$ cat config.mk
export PLATFORM = sky130hd
export DESIGN_NAME = ctpg_top
export DESIGN_NICKNAME = d
export VERILOG_FILES = /design/src/hdl/ctpg_pat_store.v /design/src/hdl/ctpg_top.v
export VERILOG_INCLUDE_DIRS = /design/src /design/src/hdl
export SDC_FILE = /design/constraint.sdc
export NUM_CORES = 1
export LEC_CHECK = 0
export BUFFER_PORTS_ARGS = -buffer_cell sky130_fd_sc_hd__buf_2
export CAP_MARGIN = 25
export CORE_MARGIN = 3
export CORE_UTILIZATION = 30
export CTS_CLUSTER_DIAMETER = 120
export DETAILED_ROUTE_END_ITERATION = 6
export PLACE_DENSITY = 0.43
export SYNTH_ARGS = -nofsm -noshare
export SYNTH_HDL_FRONTEND = slang
export SYNTH_HIERARCHICAL = 1
export SYNTH_SLANG_ARGS = --single-unit
$ cat constraint.sdc
create_clock -name i_sys_clk -period 6.8 [get_ports i_sys_clk]
set_input_delay 1.36 -clock i_sys_clk [delete_from_list [all_inputs] [get_ports i_sys_clk]]
set_output_delay 1.36 -clock i_sys_clk [all_outputs]
set_load 0.02 [all_outputs]
$ cat src/hdl/ctpg_defs.vh
// Function
// [RULE1] reference bars start AA, 33, F0, 7F
// [RULE2] then 55, CC, 0F and last 80
// [RULE3] last bar stretches to fill the line
// [RULE4] bar count is one, two, four or eight
// [RULE5] line and bar lengths counted in bytes
// [RULE6] header datatype and virtual channel programmable
// [RULE7] active lines and total lines programmable
// [RULE8] line period counted in 10 ns units
// [RULE9] front porch blank lines precede frame end
// [RULE10] back porch blank lines follow frame start
// [RULE11] software keeps bars whole datatype blocks
// [RULE12] runs on transmit clock, feeds transmitter directly
// [RULE13] fixed mode fills image with pattern block
// [RULE14] fixed mode bars alternate block and inverse
// [RULE15] block length one to sixteen, repeated
// [RULE16] sixteen byte registers hold the block
// [RULE17] pattern block written through indirect page 0
// [RULE18] software writes page, index, then data
// [RULE19] block ascending; line restarts byte and bar
`ifndef CTPG_DEFS_VH
`define CTPG_DEFS_VH

// reference bar bytes, in bar order
`define CTPG_BAR0 8'hAA
`define CTPG_BAR1 8'h33
`define CTPG_BAR2 8'hF0
`define CTPG_BAR3 8'h7F
`define CTPG_BAR4 8'h55
`define CTPG_BAR5 8'hCC
`define CTPG_BAR6 8'h0F
`define CTPG_BAR7 8'h80

// bar count select codes and last bar index
`define CTPG_BARS_1    2'h0
`define CTPG_BARS_2    2'h1
`define CTPG_BARS_4    2'h2
`define CTPG_LAST_1    3'h0
`define CTPG_LAST_2    3'h1
`define CTPG_LAST_4    3'h3
`define CTPG_LAST_8    3'h7

// line timing: period unit and clock period in ns
`define CTPG_UNIT_NS   24'h00000A
`define CTPG_CLK_NS    24'h000008

// short packet datatypes for frame start and end
`define CTPG_DT_FS     6'h00
`define CTPG_DT_FE     6'h01
`define CTPG_WC_SHORT  16'h0000

// indirect access: page and index window of the block
`define CTPG_PAGE_PAT  8'h00
`define CTPG_IDX_HI    4'h1
`define CTPG_BLK_MAX   5'h10

// reset value of the pattern block bytes
`define CTPG_PAT_RST   8'h00

`endif

$ cat src/hdl/ctpg_pat_store.v
`timescale 1ns/1ns
`include "ctpg_defs.vh"

module ctpg_pat_store
(
    input  wire       i_sys_clk,
    input  wire       i_rst_n,
    input  wire       i_wr,
    input  wire [3:0] i_wr_addr,
    input  wire [7:0] i_wr_data,
    input  wire [3:0] i_rd_addr,
    input  wire       i_invert,
    input  wire       i_ref_sel,
    input  wire [7:0] i_ref_byte,
    output wire [7:0] o_byte
);

    reg  [127:0] store_reg;
    reg  [7:0]   byte_reg;
    wire [7:0]   rd_byte;

    // one byte register per block position
    genvar g;
    generate
        for (g = 0; g < 16; g = g + 1)
        begin : g_ent
            always @(posedge i_sys_clk or negedge i_rst_n)
            begin
                if (!i_rst_n)
                    store_reg[g*8 +: 8] <= `CTPG_PAT_RST;
                else if (i_wr && (i_wr_addr == g))
                    store_reg[g*8 +: 8] <= i_wr_data; // [RULE16]
            end
        end
    endgenerate

    assign rd_byte = store_reg[i_rd_addr*8 +: 8];

    // output byte register, shared by both pattern modes
    always @(posedge i_sys_clk or negedge i_rst_n)
    begin
        if (!i_rst_n)
            byte_reg <= 8'h00;
        else if (i_ref_sel)
            byte_reg <= i_ref_byte;
        else
            byte_reg <= rd_byte ^ {8{i_invert}}; // [RULE14]
    end

    assign o_byte = byte_reg;

endmodule // ctpg_pat_store

$ cat src/hdl/ctpg_top.v
`timescale 1ns/1ns
`include "ctpg_defs.vh"

module ctpg_top
#(
    parameter CNT_W   = 16,
    parameter PORCH_W = 8
)
(
    input  wire               i_sys_clk,
    input  wire               i_rst_n,
    input  wire               i_pg_enable,
    input  wire               i_fixed_mode,
    input  wire [1:0]         i_bar_cnt_sel,
    input  wire [CNT_W-1:0]   i_line_size,
    input  wire [CNT_W-1:0]   i_bar_size,
    input  wire [5:0]         i_data_type,
    input  wire [1:0]         i_virt_chan,
    input  wire [CNT_W-1:0]   i_act_lines,
    input  wire [CNT_W-1:0]   i_tot_lines,
    input  wire [CNT_W-1:0]   i_line_period,
    input  wire [PORCH_W-1:0] i_vbp,
    input  wire [PORCH_W-1:0] i_vfp,
    input  wire [4:0]         i_blk_len,
    input  wire               i_ind_wr,
    input  wire [7:0]         i_ind_page,
    input  wire [7:0]         i_ind_index,
    input  wire [7:0]         i_ind_data,
    output wire               o_pkt_start,
    output wire               o_pkt_long,
    output wire [7:0]         o_pkt_di,
    output wire [15:0]        o_pkt_wc,
    output wire [7:0]         o_data,
    output wire               o_data_valid,
    output wire               o_pkt_end,
    output wire               o_busy
);

    // sequencer states; off keeps the line timer cleared
    localparam S_OFF  = 2'b00;
    localparam S_IDLE = 2'b01;
    localparam S_DATA = 2'b10;

    // sequencer, line timer and output flops
    reg  [1:0]       state_reg;
    reg              pend_reg;
    reg  [23:0]      acc_ns_reg;
    reg  [CNT_W-1:0] lcnt_reg;
    reg  [CNT_W-1:0] byte_cnt_reg;
    reg  [CNT_W-1:0] bar_pos_reg;
    reg  [2:0]       bar_idx_reg;
    reg  [3:0]       blk_idx_reg;
    reg              start_reg;
    reg              long_reg;
    reg  [7:0]       di_reg;
    reg  [15:0]      wc_reg;
    reg              valid_reg;
    reg              end_reg;
    reg  [2:0]       last_bar;
    reg  [7:0]       ref_byte;

    // line timing and packet role decodes
    wire [23:0]      period_ns;
    wire [23:0]      acc_ns_next;
    wire             line_tick;
    wire [CNT_W:0]   lcnt_inc;
    wire [CNT_W+1:0] act_end;
    wire [CNT_W+1:0] fe_line;
    wire [CNT_W+1:0] lcnt_ext;
    wire             is_fs;
    wire             is_fe;
    wire             is_act;
    wire [3:0]       blk_last;
    wire             last_byte;
    wire             bar_done;
    wire             pat_wr;

    // line period in ns; 10 ns units do not divide the 8 ns clock,
    // so an ns accumulator, cleared at each line start, rounds the line up to whole clocks
    assign period_ns   = i_line_period * `CTPG_UNIT_NS; // [RULE8]
    assign acc_ns_next = acc_ns_reg + `CTPG_CLK_NS;
    assign line_tick   = (state_reg != S_OFF) &&
                         (acc_ns_next >= period_ns); // [RULE8]
    assign lcnt_inc    = {1'b0, lcnt_reg} + {{CNT_W{1'b0}}, 1'b1};

    // line roles within the frame, line 0 carries frame start
    assign lcnt_ext = {2'b00, lcnt_reg};
    assign act_end  = {{(CNT_W+2-PORCH_W){1'b0}}, i_vbp} +
                      {2'b00, i_act_lines};
    assign fe_line  = act_end + {{(CNT_W+2-PORCH_W){1'b0}}, i_vfp} +
                      {{(CNT_W+1){1'b0}}, 1'b1}; // [RULE9]
    assign is_fs    = (lcnt_reg == {CNT_W{1'b0}});
    assign is_act   = (lcnt_ext > {{(CNT_W+2-PORCH_W){1'b0}}, i_vbp}) &&
                      (lcnt_ext <= act_end); // [RULE10] [RULE7]
    assign is_fe    = (lcnt_ext == fe_line); // [RULE9]

    // block length of zero is taken as one, above sixteen as sixteen
    assign blk_last = (i_blk_len == 5'h00) ? 4'h0 :
                      (i_blk_len >= `CTPG_BLK_MAX) ? 4'hF :
                      (i_blk_len[3:0] - 4'h1); // [RULE15]

    assign last_byte = (byte_cnt_reg == (i_line_size - 1'b1)); // [RULE5]
    assign bar_done  = (bar_pos_reg == (i_bar_size - 1'b1)) &&
                       (bar_idx_reg != last_bar); // [RULE3]

    // indirect writes land in the block only on the pattern page
    assign pat_wr = i_ind_wr && (i_ind_page == `CTPG_PAGE_PAT) &&
                    (i_ind_index[7:4] == `CTPG_IDX_HI); // [RULE17]

    // last bar index from the bar count select
    always @*
    begin
        case (i_bar_cnt_sel) // [RULE4]
            `CTPG_BARS_1: last_bar = `CTPG_LAST_1;
            `CTPG_BARS_2: last_bar = `CTPG_LAST_2;
            `CTPG_BARS_4: last_bar = `CTPG_LAST_4;
            default:      last_bar = `CTPG_LAST_8;
        endcase
    end

    // reference colour of the current bar
    always @*
    begin
        case (bar_idx_reg)
            3'h0:    ref_byte = `CTPG_BAR0; // [RULE1]
            3'h1:    ref_byte = `CTPG_BAR1; // [RULE1]
            3'h2:    ref_byte = `CTPG_BAR2; // [RULE1]
            3'h3:    ref_byte = `CTPG_BAR3; // [RULE1]
            3'h4:    ref_byte = `CTPG_BAR4; // [RULE2]
            3'h5:    ref_byte = `CTPG_BAR5; // [RULE2]
            3'h6:    ref_byte = `CTPG_BAR6; // [RULE2]
            default: ref_byte = `CTPG_BAR7; // [RULE2]
        endcase
    end

    // line timer and line counter, free of the packet state except off
    always @(posedge i_sys_clk or negedge i_rst_n)
    begin
        if (!i_rst_n)
        begin
            acc_ns_reg <= 24'h000000;
            lcnt_reg   <= {CNT_W{1'b0}};
        end
        else if (state_reg == S_OFF)
        begin
            acc_ns_reg <= 24'h000000;
            lcnt_reg   <= {CNT_W{1'b0}};
        end
        else if (line_tick)
        begin
            acc_ns_reg <= 24'h000000;
            // wrap once the last blanking line has run
            if (lcnt_inc >= {1'b0, i_tot_lines}) // [RULE7]
                lcnt_reg <= {CNT_W{1'b0}};
            else
                lcnt_reg <= lcnt_inc[CNT_W-1:0];
        end
        else
        begin
            acc_ns_reg <= acc_ns_next;
        end
    end

    // packet sequencer; a line start that falls while a payload is
    // still running waits in pend_reg, so a short period delays
    // the next header instead of cutting the packet
    always @(posedge i_sys_clk or negedge i_rst_n)
    begin
        if (!i_rst_n)
        begin
            state_reg    <= S_OFF;
            pend_reg     <= 1'b0;
            byte_cnt_reg <= {CNT_W{1'b0}};
            bar_pos_reg  <= {CNT_W{1'b0}};
            bar_idx_reg  <= 3'h0;
            blk_idx_reg  <= 4'h0;
            start_reg    <= 1'b0;
            long_reg     <= 1'b0;
            di_reg       <= 8'h00;
            wc_reg       <= 16'h0000;
            valid_reg    <= 1'b0;
            end_reg      <= 1'b0;
        end
        else
        begin
            start_reg <= 1'b0;
            valid_reg <= 1'b0;
            end_reg   <= 1'b0;
            case (state_reg)
                S_OFF:
                begin
                    // di and wc keep their last value while off
                    long_reg <= 1'b0;
                    if (i_pg_enable)
                    begin
                        state_reg <= S_IDLE;
                        pend_reg  <= 1'b1;
                    end
                end
                S_IDLE:
                begin
                    // a start not taken in this cycle is dropped
                    pend_reg <= line_tick;
                    // every line restarts byte, bar and block
                    byte_cnt_reg <= {CNT_W{1'b0}}; // [RULE19]
                    bar_pos_reg  <= {CNT_W{1'b0}}; // [RULE19]
                    bar_idx_reg  <= 3'h0; // [RULE19]
                    blk_idx_reg  <= 4'h0; // [RULE19]
                    // disable wins over a pending line start
                    if (!i_pg_enable)
                        state_reg <= S_OFF;
                    // frame start and frame end are short packets
                    else if (pend_reg && is_fs)
                    begin
                        start_reg <= 1'b1;
                        end_reg   <= 1'b1;
                        long_reg  <= 1'b0;
                        di_reg    <= {i_virt_chan, `CTPG_DT_FS}; // [RULE6]
                        wc_reg    <= `CTPG_WC_SHORT;
                    end
                    else if (pend_reg && is_fe)
                    begin
                        start_reg <= 1'b1;
                        end_reg   <= 1'b1;
                        long_reg  <= 1'b0;
                        di_reg    <= {i_virt_chan, `CTPG_DT_FE}; // [RULE6]
                        wc_reg    <= `CTPG_WC_SHORT;
                    end
                    // long packet; an empty line ends on its header
                    else if (pend_reg && is_act)
                    begin
                        start_reg <= 1'b1;
                        long_reg  <= 1'b1;
                        di_reg    <= {i_virt_chan, i_data_type}; // [RULE6]
                        wc_reg    <= i_line_size[15:0]; // [RULE5]
                        if (i_line_size == {CNT_W{1'b0}})
                            end_reg <= 1'b1;
                        else
                            state_reg <= S_DATA;
                    end
                end
                S_DATA:
                begin
                    // one byte per clock, end pulse with the last
                    pend_reg     <= pend_reg | line_tick;
                    valid_reg    <= 1'b1;
                    end_reg      <= last_byte;
                    byte_cnt_reg <= byte_cnt_reg + 1'b1;
                    // block bytes in ascending order, wrapping
                    if (blk_idx_reg == blk_last)
                        blk_idx_reg <= 4'h0; // [RULE15]
                    else
                        blk_idx_reg <= blk_idx_reg + 4'h1; // [RULE19]
                    // last bar holds until the line is full
                    if (bar_done)
                    begin
                        bar_pos_reg <= {CNT_W{1'b0}};
                        bar_idx_reg <= bar_idx_reg + 3'h1;
                    end
                    else if (bar_idx_reg != last_bar)
                        bar_pos_reg <= bar_pos_reg + 1'b1; // [RULE3]
                    // disable cuts the line with no end pulse; the
                    // transmitter has to drop a packet left open
                    if (!i_pg_enable)
                        state_reg <= S_OFF;
                    else if (last_byte)
                        state_reg <= S_IDLE;
                end
                default:
                begin
                    // an unused code falls back to off
                    state_reg <= S_OFF;
                end
            endcase
        end
    end

    // byte source: reference colour or block byte, inverted on odd
    // bars; its output flop lines up with valid_reg
    ctpg_pat_store u_store
    (
        .i_sys_clk  (i_sys_clk),
        .i_rst_n    (i_rst_n),
        .i_wr       (pat_wr),
        .i_wr_addr  (i_ind_index[3:0]),
        .i_wr_data  (i_ind_data),
        .i_rd_addr  (blk_idx_reg), // [RULE13]
        .i_invert   (bar_idx_reg[0]), // [RULE14]
        .i_ref_sel  (!i_fixed_mode),
        .i_ref_byte (ref_byte),
        .o_byte     (o_data)
    );

    // outputs go straight to the transmitter, no crossing
    assign o_pkt_start  = start_reg; // [RULE12]
    assign o_pkt_long   = long_reg;
    assign o_pkt_di     = di_reg;
    assign o_pkt_wc     = wc_reg;
    assign o_data_valid = valid_reg;
    assign o_pkt_end    = end_reg;
    // busy decodes the state flop alone, no input reaches it
    assign o_busy       = (state_reg != S_OFF);

endmodule // ctpg_top

== Yosys cells after proc, flatten, opt, wreduce, memory -nomap -nowiden ==
Index checks and enable logic that the tools add are counted.
Cells by class
  add/sub/neg operators: 12
  multipliers: 1
  div/mod/pow operators: 0
  order comparisons: 5
  equality and inequality tests: 41
  shifts and indexed selects: 1
  muxes and demuxes: 52
  bitwise gates (word level): 2
  reductions and logical operators: 44
Operators with widths (count)
  two-way mux 16 bit: 8
  indexed part select 128 x 8 -> 8 bit: 1
  one-hot mux 16 bit (2 select lines): 2
  one-hot mux 8 bit (7 select lines): 1
  two-way mux 24 bit: 2
  adder 16 x 1 -> 16 bit, second input constant: 2
  == test 16 bit: 2
  == test 4 bit, second input constant: 8
  logical NOT 16 bit: 2
  two-way mux 8 bit: 4
  subtractor 16 x 1 -> 16 bit, second input constant: 2
  adder 24 x 4 -> 24 bit, second input constant: 1
  >= comparator 24 x 20 -> 1 bit: 1
  logical AND 1 bit: 24
  multiplier 16 x 3 -> 19 bit, second input constant: 1
  adder 17 x 8 -> 18 bit: 1
  adder 18 x 1 -> 18 bit, second input constant: 1
  == test 16 x 18 -> 1 bit: 1
  inequality test 3 bit, second input constant: 6
  adder 16 x 1 -> 17 bit, second input constant: 1
  adder 8 x 16 -> 17 bit: 1
  >= comparator 17 x 16 -> 1 bit: 1
  less-or-equal comparator 16 x 17 -> 1 bit: 1
  == test 4 x 3 -> 1 bit, second input constant: 4
  38 further kinds: 80
Storage, ports and cells
  flip-flop bits (word level): 246
  latch bits: 0
  RAM bits: 0
  ROM bits: 0
  input bits: 140
  word-level logic and storage cells: 189
  memories: 0

== Logic depth before layout (Yosys ltp) ==
Gate-level depths: netlist of the first run.
  depth in word-level cells: 9
  gate-level depth with buffers: 23
  mapped depth without buffers: 22

== Modules after synthesis ==
Netlist of the first run, hierarchy kept.
By module, submodules not included
  ctpg_top: times used 1, cells each 1212, area an instance 10166.0 um^2
  ctpg_pat_store: times used 1, cells each 404, area an instance 6434.9 um^2

== Least setup slack after synthesis of the first run ==
No wires, ideal clock.
  kind: input port to flip-flop
  from: input i_act_lines[4]
  to: register state_reg[0]
  library setup time: 0.127 ns
  data arrival time: 5.405 ns
  path slack: 1.267 ns
  cell stages on the path: 18
  cells stage by stage: ha_1 > a21o_1 > o21bai_1 > a21o_1 > a21o_1 > xor2_1 > inv_1 > ha_1 > a21o_1 > a21oi_1 > o2111a_1 > nor2_1 > maj3_1 > maj3_1 > maj3_1 > o22a_1 > o32a_1 > mux2_1
On the way
  longest elaborated chain between the ends: 7
Ends and longest elaborated chain
  start: declaration: line ctpg_top.v:19  | input wire [CNT_W-1:0] i_act_lines,
  adder 8 x 16 -> 17 bit *: line ctpg_top.v:88  | assign act_end = {{(CNT_W+2-PORCH_W){1'b0}}, i_vbp} +
  adder 17 x 8 -> 18 bit: line ctpg_top.v:90  | assign fe_line = act_end + {{(CNT_W+2-PORCH_W){1'b0}}, i_vfp} +
  adder 18 x 1 -> 18 bit: line ctpg_top.v:90
  == test 16 x 18 -> 1 bit: line ctpg_top.v:95  | assign is_fe = (lcnt_ext == fe_line);
  logical AND 1 bit: line ctpg_top.v:221  | else if (pend_reg && is_fe)
  inequality test 3 bit (no line)
  AND reduction 6 bit (no line) *
  end signal: assignment: line ctpg_top.v:211  | state_reg <= S_OFF;
  end signal: assignment: line ctpg_top.v:239  | state_reg <= S_DATA;
  end signal: assignment: line ctpg_top.v:265  | state_reg <= S_OFF;
  end: declaration: line ctpg_top.v:45  | reg [1:0] state_reg;
Every way passes the cells marked *; elsewhere a longest branch is shown, timed or not.
A chain may end at the register's enable or synchronous reset.

== Worst setup path after layout of the first run ==
  from: input i_line_period[1]
  to: register acc_ns_reg[11]
On the way
  longest elaborated chain between the ends: 5
Ends and longest elaborated chain
  start: declaration: line ctpg_top.v:21  | input wire [CNT_W-1:0] i_line_period,
  multiplier 16 x 3 -> 19 bit (no line)
  >= comparator 24 x 20 -> 1 bit: line ctpg_top.v:83  | (acc_ns_next >= period_ns);
  logical AND 1 bit: line ctpg_top.v:82  | assign line_tick = (state_reg != S_OFF) &&
  two-way mux 24 bit: line ctpg_top.v:149  | else if (line_tick)
  two-way mux 24 bit: line ctpg_top.v:144  | else if (state_reg == S_OFF)
  end signal: assignment: line ctpg_top.v:160  | acc_ns_reg <= acc_ns_next;
  end: declaration: line ctpg_top.v:47  | reg [23:0] acc_ns_reg;
No other way between the ends.

==> impl_metrics.yaml, run 1 <==
status:
  status: "complete, no violations"
worst_setup_path:
  end_kind: "register"
  critical_path_arrival_ns: 6.26
  rrSetupSlack_ns: 2.46
  reg2regPathDepth: 15
  start_kind: "primary input"
  crit_chain: "buf_2 -> ha_1 -> ha_1 -> inv_1 -> fa_1 -> nor2b_1 -> o21ai_0 -> a21oi_1 -> o21ai_0 -> a21oi_1 -> o21ai_0 -> a21oi_1 -> o21a_1 -> nor2_1 -> xor2_1 -> ha_1 -> and3_1 -> o21ai_0 -> o21ai_0 -> o41ai_1 -> nand4_1 -> nand2b_1 -> buf_4 -> nor2b_1"
  crit_path_frequent_cell: "o21ai_0"
  crit_required_ns: 7.30
  cp_slowest_stage_delay_ns: 0.57
  slowest_stage: "nand2b_1"
  path_class: "in -> reg"
  crit_path_max_fanout: 17
route:
  initialDrtViolationCount: 624
  vias: 12700
  drt-total-wl_um: 44900
  drt-vias-per-instance: 5.10
  post_drt_wl_per_cell_um: 18.0
  drc: 0
  antenna_left: 0
  firstDrtPassIters: 5
run:
  maxCapViolations: 0
clocking:
  path_clk_slew_ns: 0.06
  postCtsResizedCells: 0
  postCtsHoldBufs: 0
  clk_latency_ns: 0.57
  cts.sinks: 243
  cts_root_buf: "clkbuf_16"
  cts_setup_buffers: 0
  cts_buffers: 30
  h-tree-depth: 1
  tritoncts: "built"
  cts_max_path_buffers: 3
synthesis:
  yosysSeqAreaShare_pct: 36.6
  async_flop_share_pct: 100
  synth_edf_count: 0
  ys.flop_type: "dfrtp_1"
  ys.warnings.count: 6
  netlist_area_mm2: 0.0166
  synth.distinct_cells: 101
  ys_ff_latch: 243
  avgSynthCellArea_um2: 10.3
  synth_cells: 1616
sta:
  skew_ns: 0.0105
  fmax_mhz: 174
  maxSlewHeadroom_pct: 36.4
  hold_violations: 0
  setup_tns_ns: 0
  post-route-period-util_pct: 84.7
  fin_crit_ns: 5.76
  rsz0062_at_grt: "no"
  holdWs_ns: 0.492
  finalSetupViolCount: 0
  worst_pin_slew_ns: 0.954
  drv_slew: 0
min_path:
  worst_hold_path.num_cells: 1
  hp-class: "reg -> reg"
grt:
  grt_pass1_wl_um: 71200
  grt_overflow: 0
  grt_max_degree: 171
  antenna_found_initial: 2
  track_usage_pct: 15.3
  grt_pass1_vias: 12800
layout:
  final_cell_mix: "dfrtp_1, buf_2, mux2_2"
  fillCellCount: 5513
  mostFrequentLayoutCell: "dfrtp_1"
  syn2layout_area_growth_pct: 14.8
  utilization_pct: 35.1
  largest_reg_flops: 128
  final_nets: 2040
  layout-drive-gt1-share_pct: 23.7
die:
  dieWidth_um: 241
  start_util_pct: 30.6
  rows: 85
  core_mm2: 0.0542
  die_area_mm2: 0.0582
  die_height_um: 241
  ios: 177
placement:
  io_buffers: 176
  gp_congestion: 0.783
  dpl.hpwl_um: 32700
pwr:
  peakVddDrop_v: 0.000135
  power_mw: 3.85
  power_density_mw_per_mm2: 202
  leakage_nw: 8.98
[worst max-delay path: cells and delay by family]
family	cells	cell delay [ns]
fa+ha+maj	4	0.95
buf+inv	3	0.52
simple gates	6	1.49
xor+xnor	1	0.17
compound gates	10	1.75
[logic make-up after synthesis]
group                      count (synthesis)  synth area share, %
and+or+nand+nor                          476                 15.3
muxes                                    180                 14.6
xor gates and xnor gates                 131                 7.04
adders and majority gates                124                 9.44
DFF                                      243                 36.6
other                                      1               0.0226
buffers and inverters                    167                 4.63
AOI/OAI and AO/OA                        294                 12.4
[cell type report]
cell class | count | area [um2] | area share (%)
Clock inverter | 13 | 86.3 | 0.453
Antenna cell | 1 | 2.50 | 0.0131
Timing Repair Buffer | 192 | 1030 | 5.41
Tap cell | 696 | 871 | 4.57
Multi-Input combinational cell | 1209 | 9770 | 51.3
Clock buffer | 38 | 831 | 4.36
Inverter | 103 | 387 | 2.03
Sequential cell | 243 | 6080 | 31.9
[final timing paths]
| path | from | endpoint |
|---|---|---|
| min in group asynchronous | i_rst_n | acc_ns_reg[6] |
| worst max-delay path | i_line_period[1] | acc_ns_reg[11] |
| worst min-delay path | u_store/store_reg[103] | u_store/store_reg[103] |
| worst min register to register | u_store/store_reg[103] | u_store/store_reg[103] |
| max in group asynchronous | i_rst_n | u_store/store_reg[126] |
| worst max register to register | lcnt_reg[2] | lcnt_reg[11] |
[stage by stage]
step | worst slack (ns) | cell area [um2] | cells
floorplan | 1.27 | 16600 | 1619
global placement | 0.523 | 18100 | 2441
detailed placement | 0.428 | 18100 | 2443
CTS | 1.00 | 19100 | 2494
global route | 0.456 | 19100 | 2494
finish | 1.04 | 19100 | 2495
[metal layers]
layer  vias up  GRT usage (%)  part of all wire, %
li1       6235              -                    -
met1      6249           21.7                   49
met2       183           25.2                   46
met3        46           2.07                  3.3
met4         2           2.48                  1.6
met5         -              0                0.025
[where the power goes]
group          switching (mW)  total (mW)  internal (mW)
sequential             0.0401        1.52           1.48
combinational           0.509       0.837          0.328
clock                   0.638        1.49          0.857
[synth_stat cells (8+ instances only)]
| cell | instances | area share [%] |
|---|---|---|
| nor4_1 | 15 | 0.57 |
| mux2i_1 | 14 | 0.84 |
| mux4_1 | 16 | 2.5 |
| a21o_1 | 20 | 0.90 |
| xnor2_1 | 77 | 4.1 |
| nand2_1 | 80 | 1.8 |
| nor2b_1 | 35 | 1.3 |
| or3_1 | 15 | 0.57 |
| clkbuf_1 | 41 | 0.93 |
| o211ai_1 | 12 | 0.54 |
| mux2_2 | 132 | 9.0 |
| nor3_1 | 42 | 1.3 |
| nor2_2 | 9 | 0.34 |
| nand3_1 | 53 | 1.6 |
| nor2_1 | 99 | 2.2 |
| and3_1 | 20 | 0.75 |
| nor3b_1 | 8 | 0.36 |
| ha_1 | 118 | 8.9 |
| mux4_2 | 16 | 2.2 |
| a21oi_1 | 45 | 1.4 |
| xor2_1 | 52 | 2.7 |
| o21ai_0 | 75 | 2.3 |
| o22ai_1 | 24 | 0.90 |
| nand2b_1 | 20 | 0.75 |
| nand4_1 | 34 | 1.3 |
| o31ai_1 | 12 | 0.54 |
| inv_1 | 102 | 2.3 |
| a22o_1 | 22 | 1.2 |
| o21a_1 | 14 | 0.63 |
| dfrtp_1 | 243 | 37 |
Power figures use the tool's default switching activity.
==> run 2: changes to the inputs <==
Clock period 6.8 ns to 5.95 ns, I/O delays scaled along.
==> impl_metrics.yaml, run 2 (synthesis results as in run 1) <==
route:
  wl_met1_um: 21800
  wl_met3_um: 1580
  drt-vias-per-instance: 5.10
  drt-total-wl_um: 45100
  antenna_left: 0
  dr_wl_met2_um: 20800
  post_drt_wl_per_cell_um: 18.0
  vias: 12800
  firstDrtPassIters: 5
  drc: 0
  top_layer: "met5"
  initialDrtViolationCount: 644
sta:
  post-route-period-util_pct: 89.3
  drv_slew: 0
  hold_violations: 0
  skew_ns: 0.0114
  finalSetupViolCount: 0
  setup_tns_ns: 0
  fmax_mhz: 188
  worst_slack_ns: 0.636
  worst_pin_slew_ns: 0.993
  fin_crit_ns: 5.31
  maxSlewHeadroom_pct: 33.8
  rsz0062_at_grt: "no"
pwr:
  power_density_mw_per_mm2: 233
  peakVddDrop_v: 0.000214
  leakage_nw: 9.02
  power_mw: 4.46
placement:
  placed_cell_area_mm2: 0.0182
  gp_congestion: 0.818
  io_buffers: 176
  pre_cts_slack_ns: 0.0642
  dpl.hpwl_um: 32900
clocking:
  path_clk_slew_ns: 0.06
  h-tree-depth: 1
  cts_max_path_buffers: 3
  cts_setup_buffers: 0
  cts_buffers: 29
  tritoncts: "built"
  cts.sinks: 243
  postCtsHoldBufs: 0
  clk_latency_ns: 0.57
  postCtsResizedCells: 0
  cts_root_buf: "clkbuf_16"
worst_setup_path:
  slowest_stage: "or4_4"
  crit_chain: "buf_2 -> ha_1 -> inv_1 -> fa_1 -> nor2b_1 -> o21ai_0 -> nand2b_1 -> xor2_1 -> ha_1 -> a21o_1 -> a21oi_1 -> nand2_1 -> xnor2_1 -> or4_1 -> nor4_1 -> nand4_1 -> or4_4 -> and2_4 -> a311o_1"
  start_kind: "primary input"
  critical_path_arrival_ns: 5.76
  cp_slowest_stage_delay_ns: 0.61
  path_class: "in -> reg"
  cp_top_family: "simple AND/OR/NAND/NOR gates"
  crit_path_frequent_cell: "ha_1"
  end_kind: "register"
  crit_path_max_fanout: 4
  crit_required_ns: 6.39
  cp_num_buf_inv: 2
layout:
  final_cell_mix: "dfrtp_1, buf_2, mux2_2"
  final_nets: 2045
  antennaDiodeCount: 0
  syn2layout_area_growth_pct: 15.4
  largest_reg_flops: 128
  mostFrequentLayoutCell: "dfrtp_1"
  layout-drive-gt1-share_pct: 23.8
  finalInstanceArea_mm2: 0.0192
die:
  dieWidth_um: 241
  ios: 177
  core_mm2: 0.0542
  die_area_mm2: 0.0582
  die_height_um: 241
  start_util_pct: 30.6
  rows: 85
grt:
  grt_overflow: 0
  grt_max_degree: 129
  track_usage_pct: 15.3
  grt_pass1_wl_um: 71400
  grt_pass1_vias: 12800
  antenna_found_initial: 1
min_path:
  hp-class: "reg -> reg"
status:
  status: "complete, no violations"
run:
  maxCapViolations: 0
-- run 2: cell count changes in the layout (fill, tap and decap cells not counted), sizes merged --
cell	delta
inv	+1
bufinv	+1
buf	+6
clkbuf	+5
clkinv	-6
diode	-1
-- run 2: layout make-up --
type	instances	area, um2
fill	5462	35100
clock buffer	43	838
tap	696	871
timing repair buffer	198	1120
inverter	103	387
multi-input combinational	1209	9770
sequential	243	6080
clock inverter	9	87.6
-- run 2: worst paths after layout --
path,to,start,depth (start not counted),slack [ns]
max in group asynchronous,u_store/store_reg[70],i_rst_n,2,4.02
min in group asynchronous,acc_ns_reg[5],i_rst_n,1,0.68
worst max register to register,lcnt_reg[0],lcnt_reg[2],15,1.66
worst min register to register,u_store/store_reg[103],u_store/store_reg[103],1,0.49
worst min-delay path,u_store/store_reg[103],u_store/store_reg[103],1,0.49
worst max-delay path,o_pkt_long,i_vbp[0],19,0.64
-- run 2: through the flow --
stage	std cells	hold slack, ns	util (%)
2_1_floorplan	1619	0.456	-
4_1_cts	2500	0.493	35.3
3_3_place_gp	2446	0.469	33.5
3_5_place_dp	2448	0.479	33.6
5_1_grt	2501	0.507	35.3
6_report	2501	0.493	35.3
-- run 2: report_power, final --
part / internal [mW] / switching (mW)
Sequential: 1.69 / 0.0481
Combinational: 0.388 / 0.585
Clock: 1.02 / 0.731
-- run 2: routing by layer --
metal	vias to the layer above	GRT usage, %
met4	2	3.20
met2	223	25.2
met1	6234	21.6
met3	55	1.97
li1	6236	-
met5	-	0
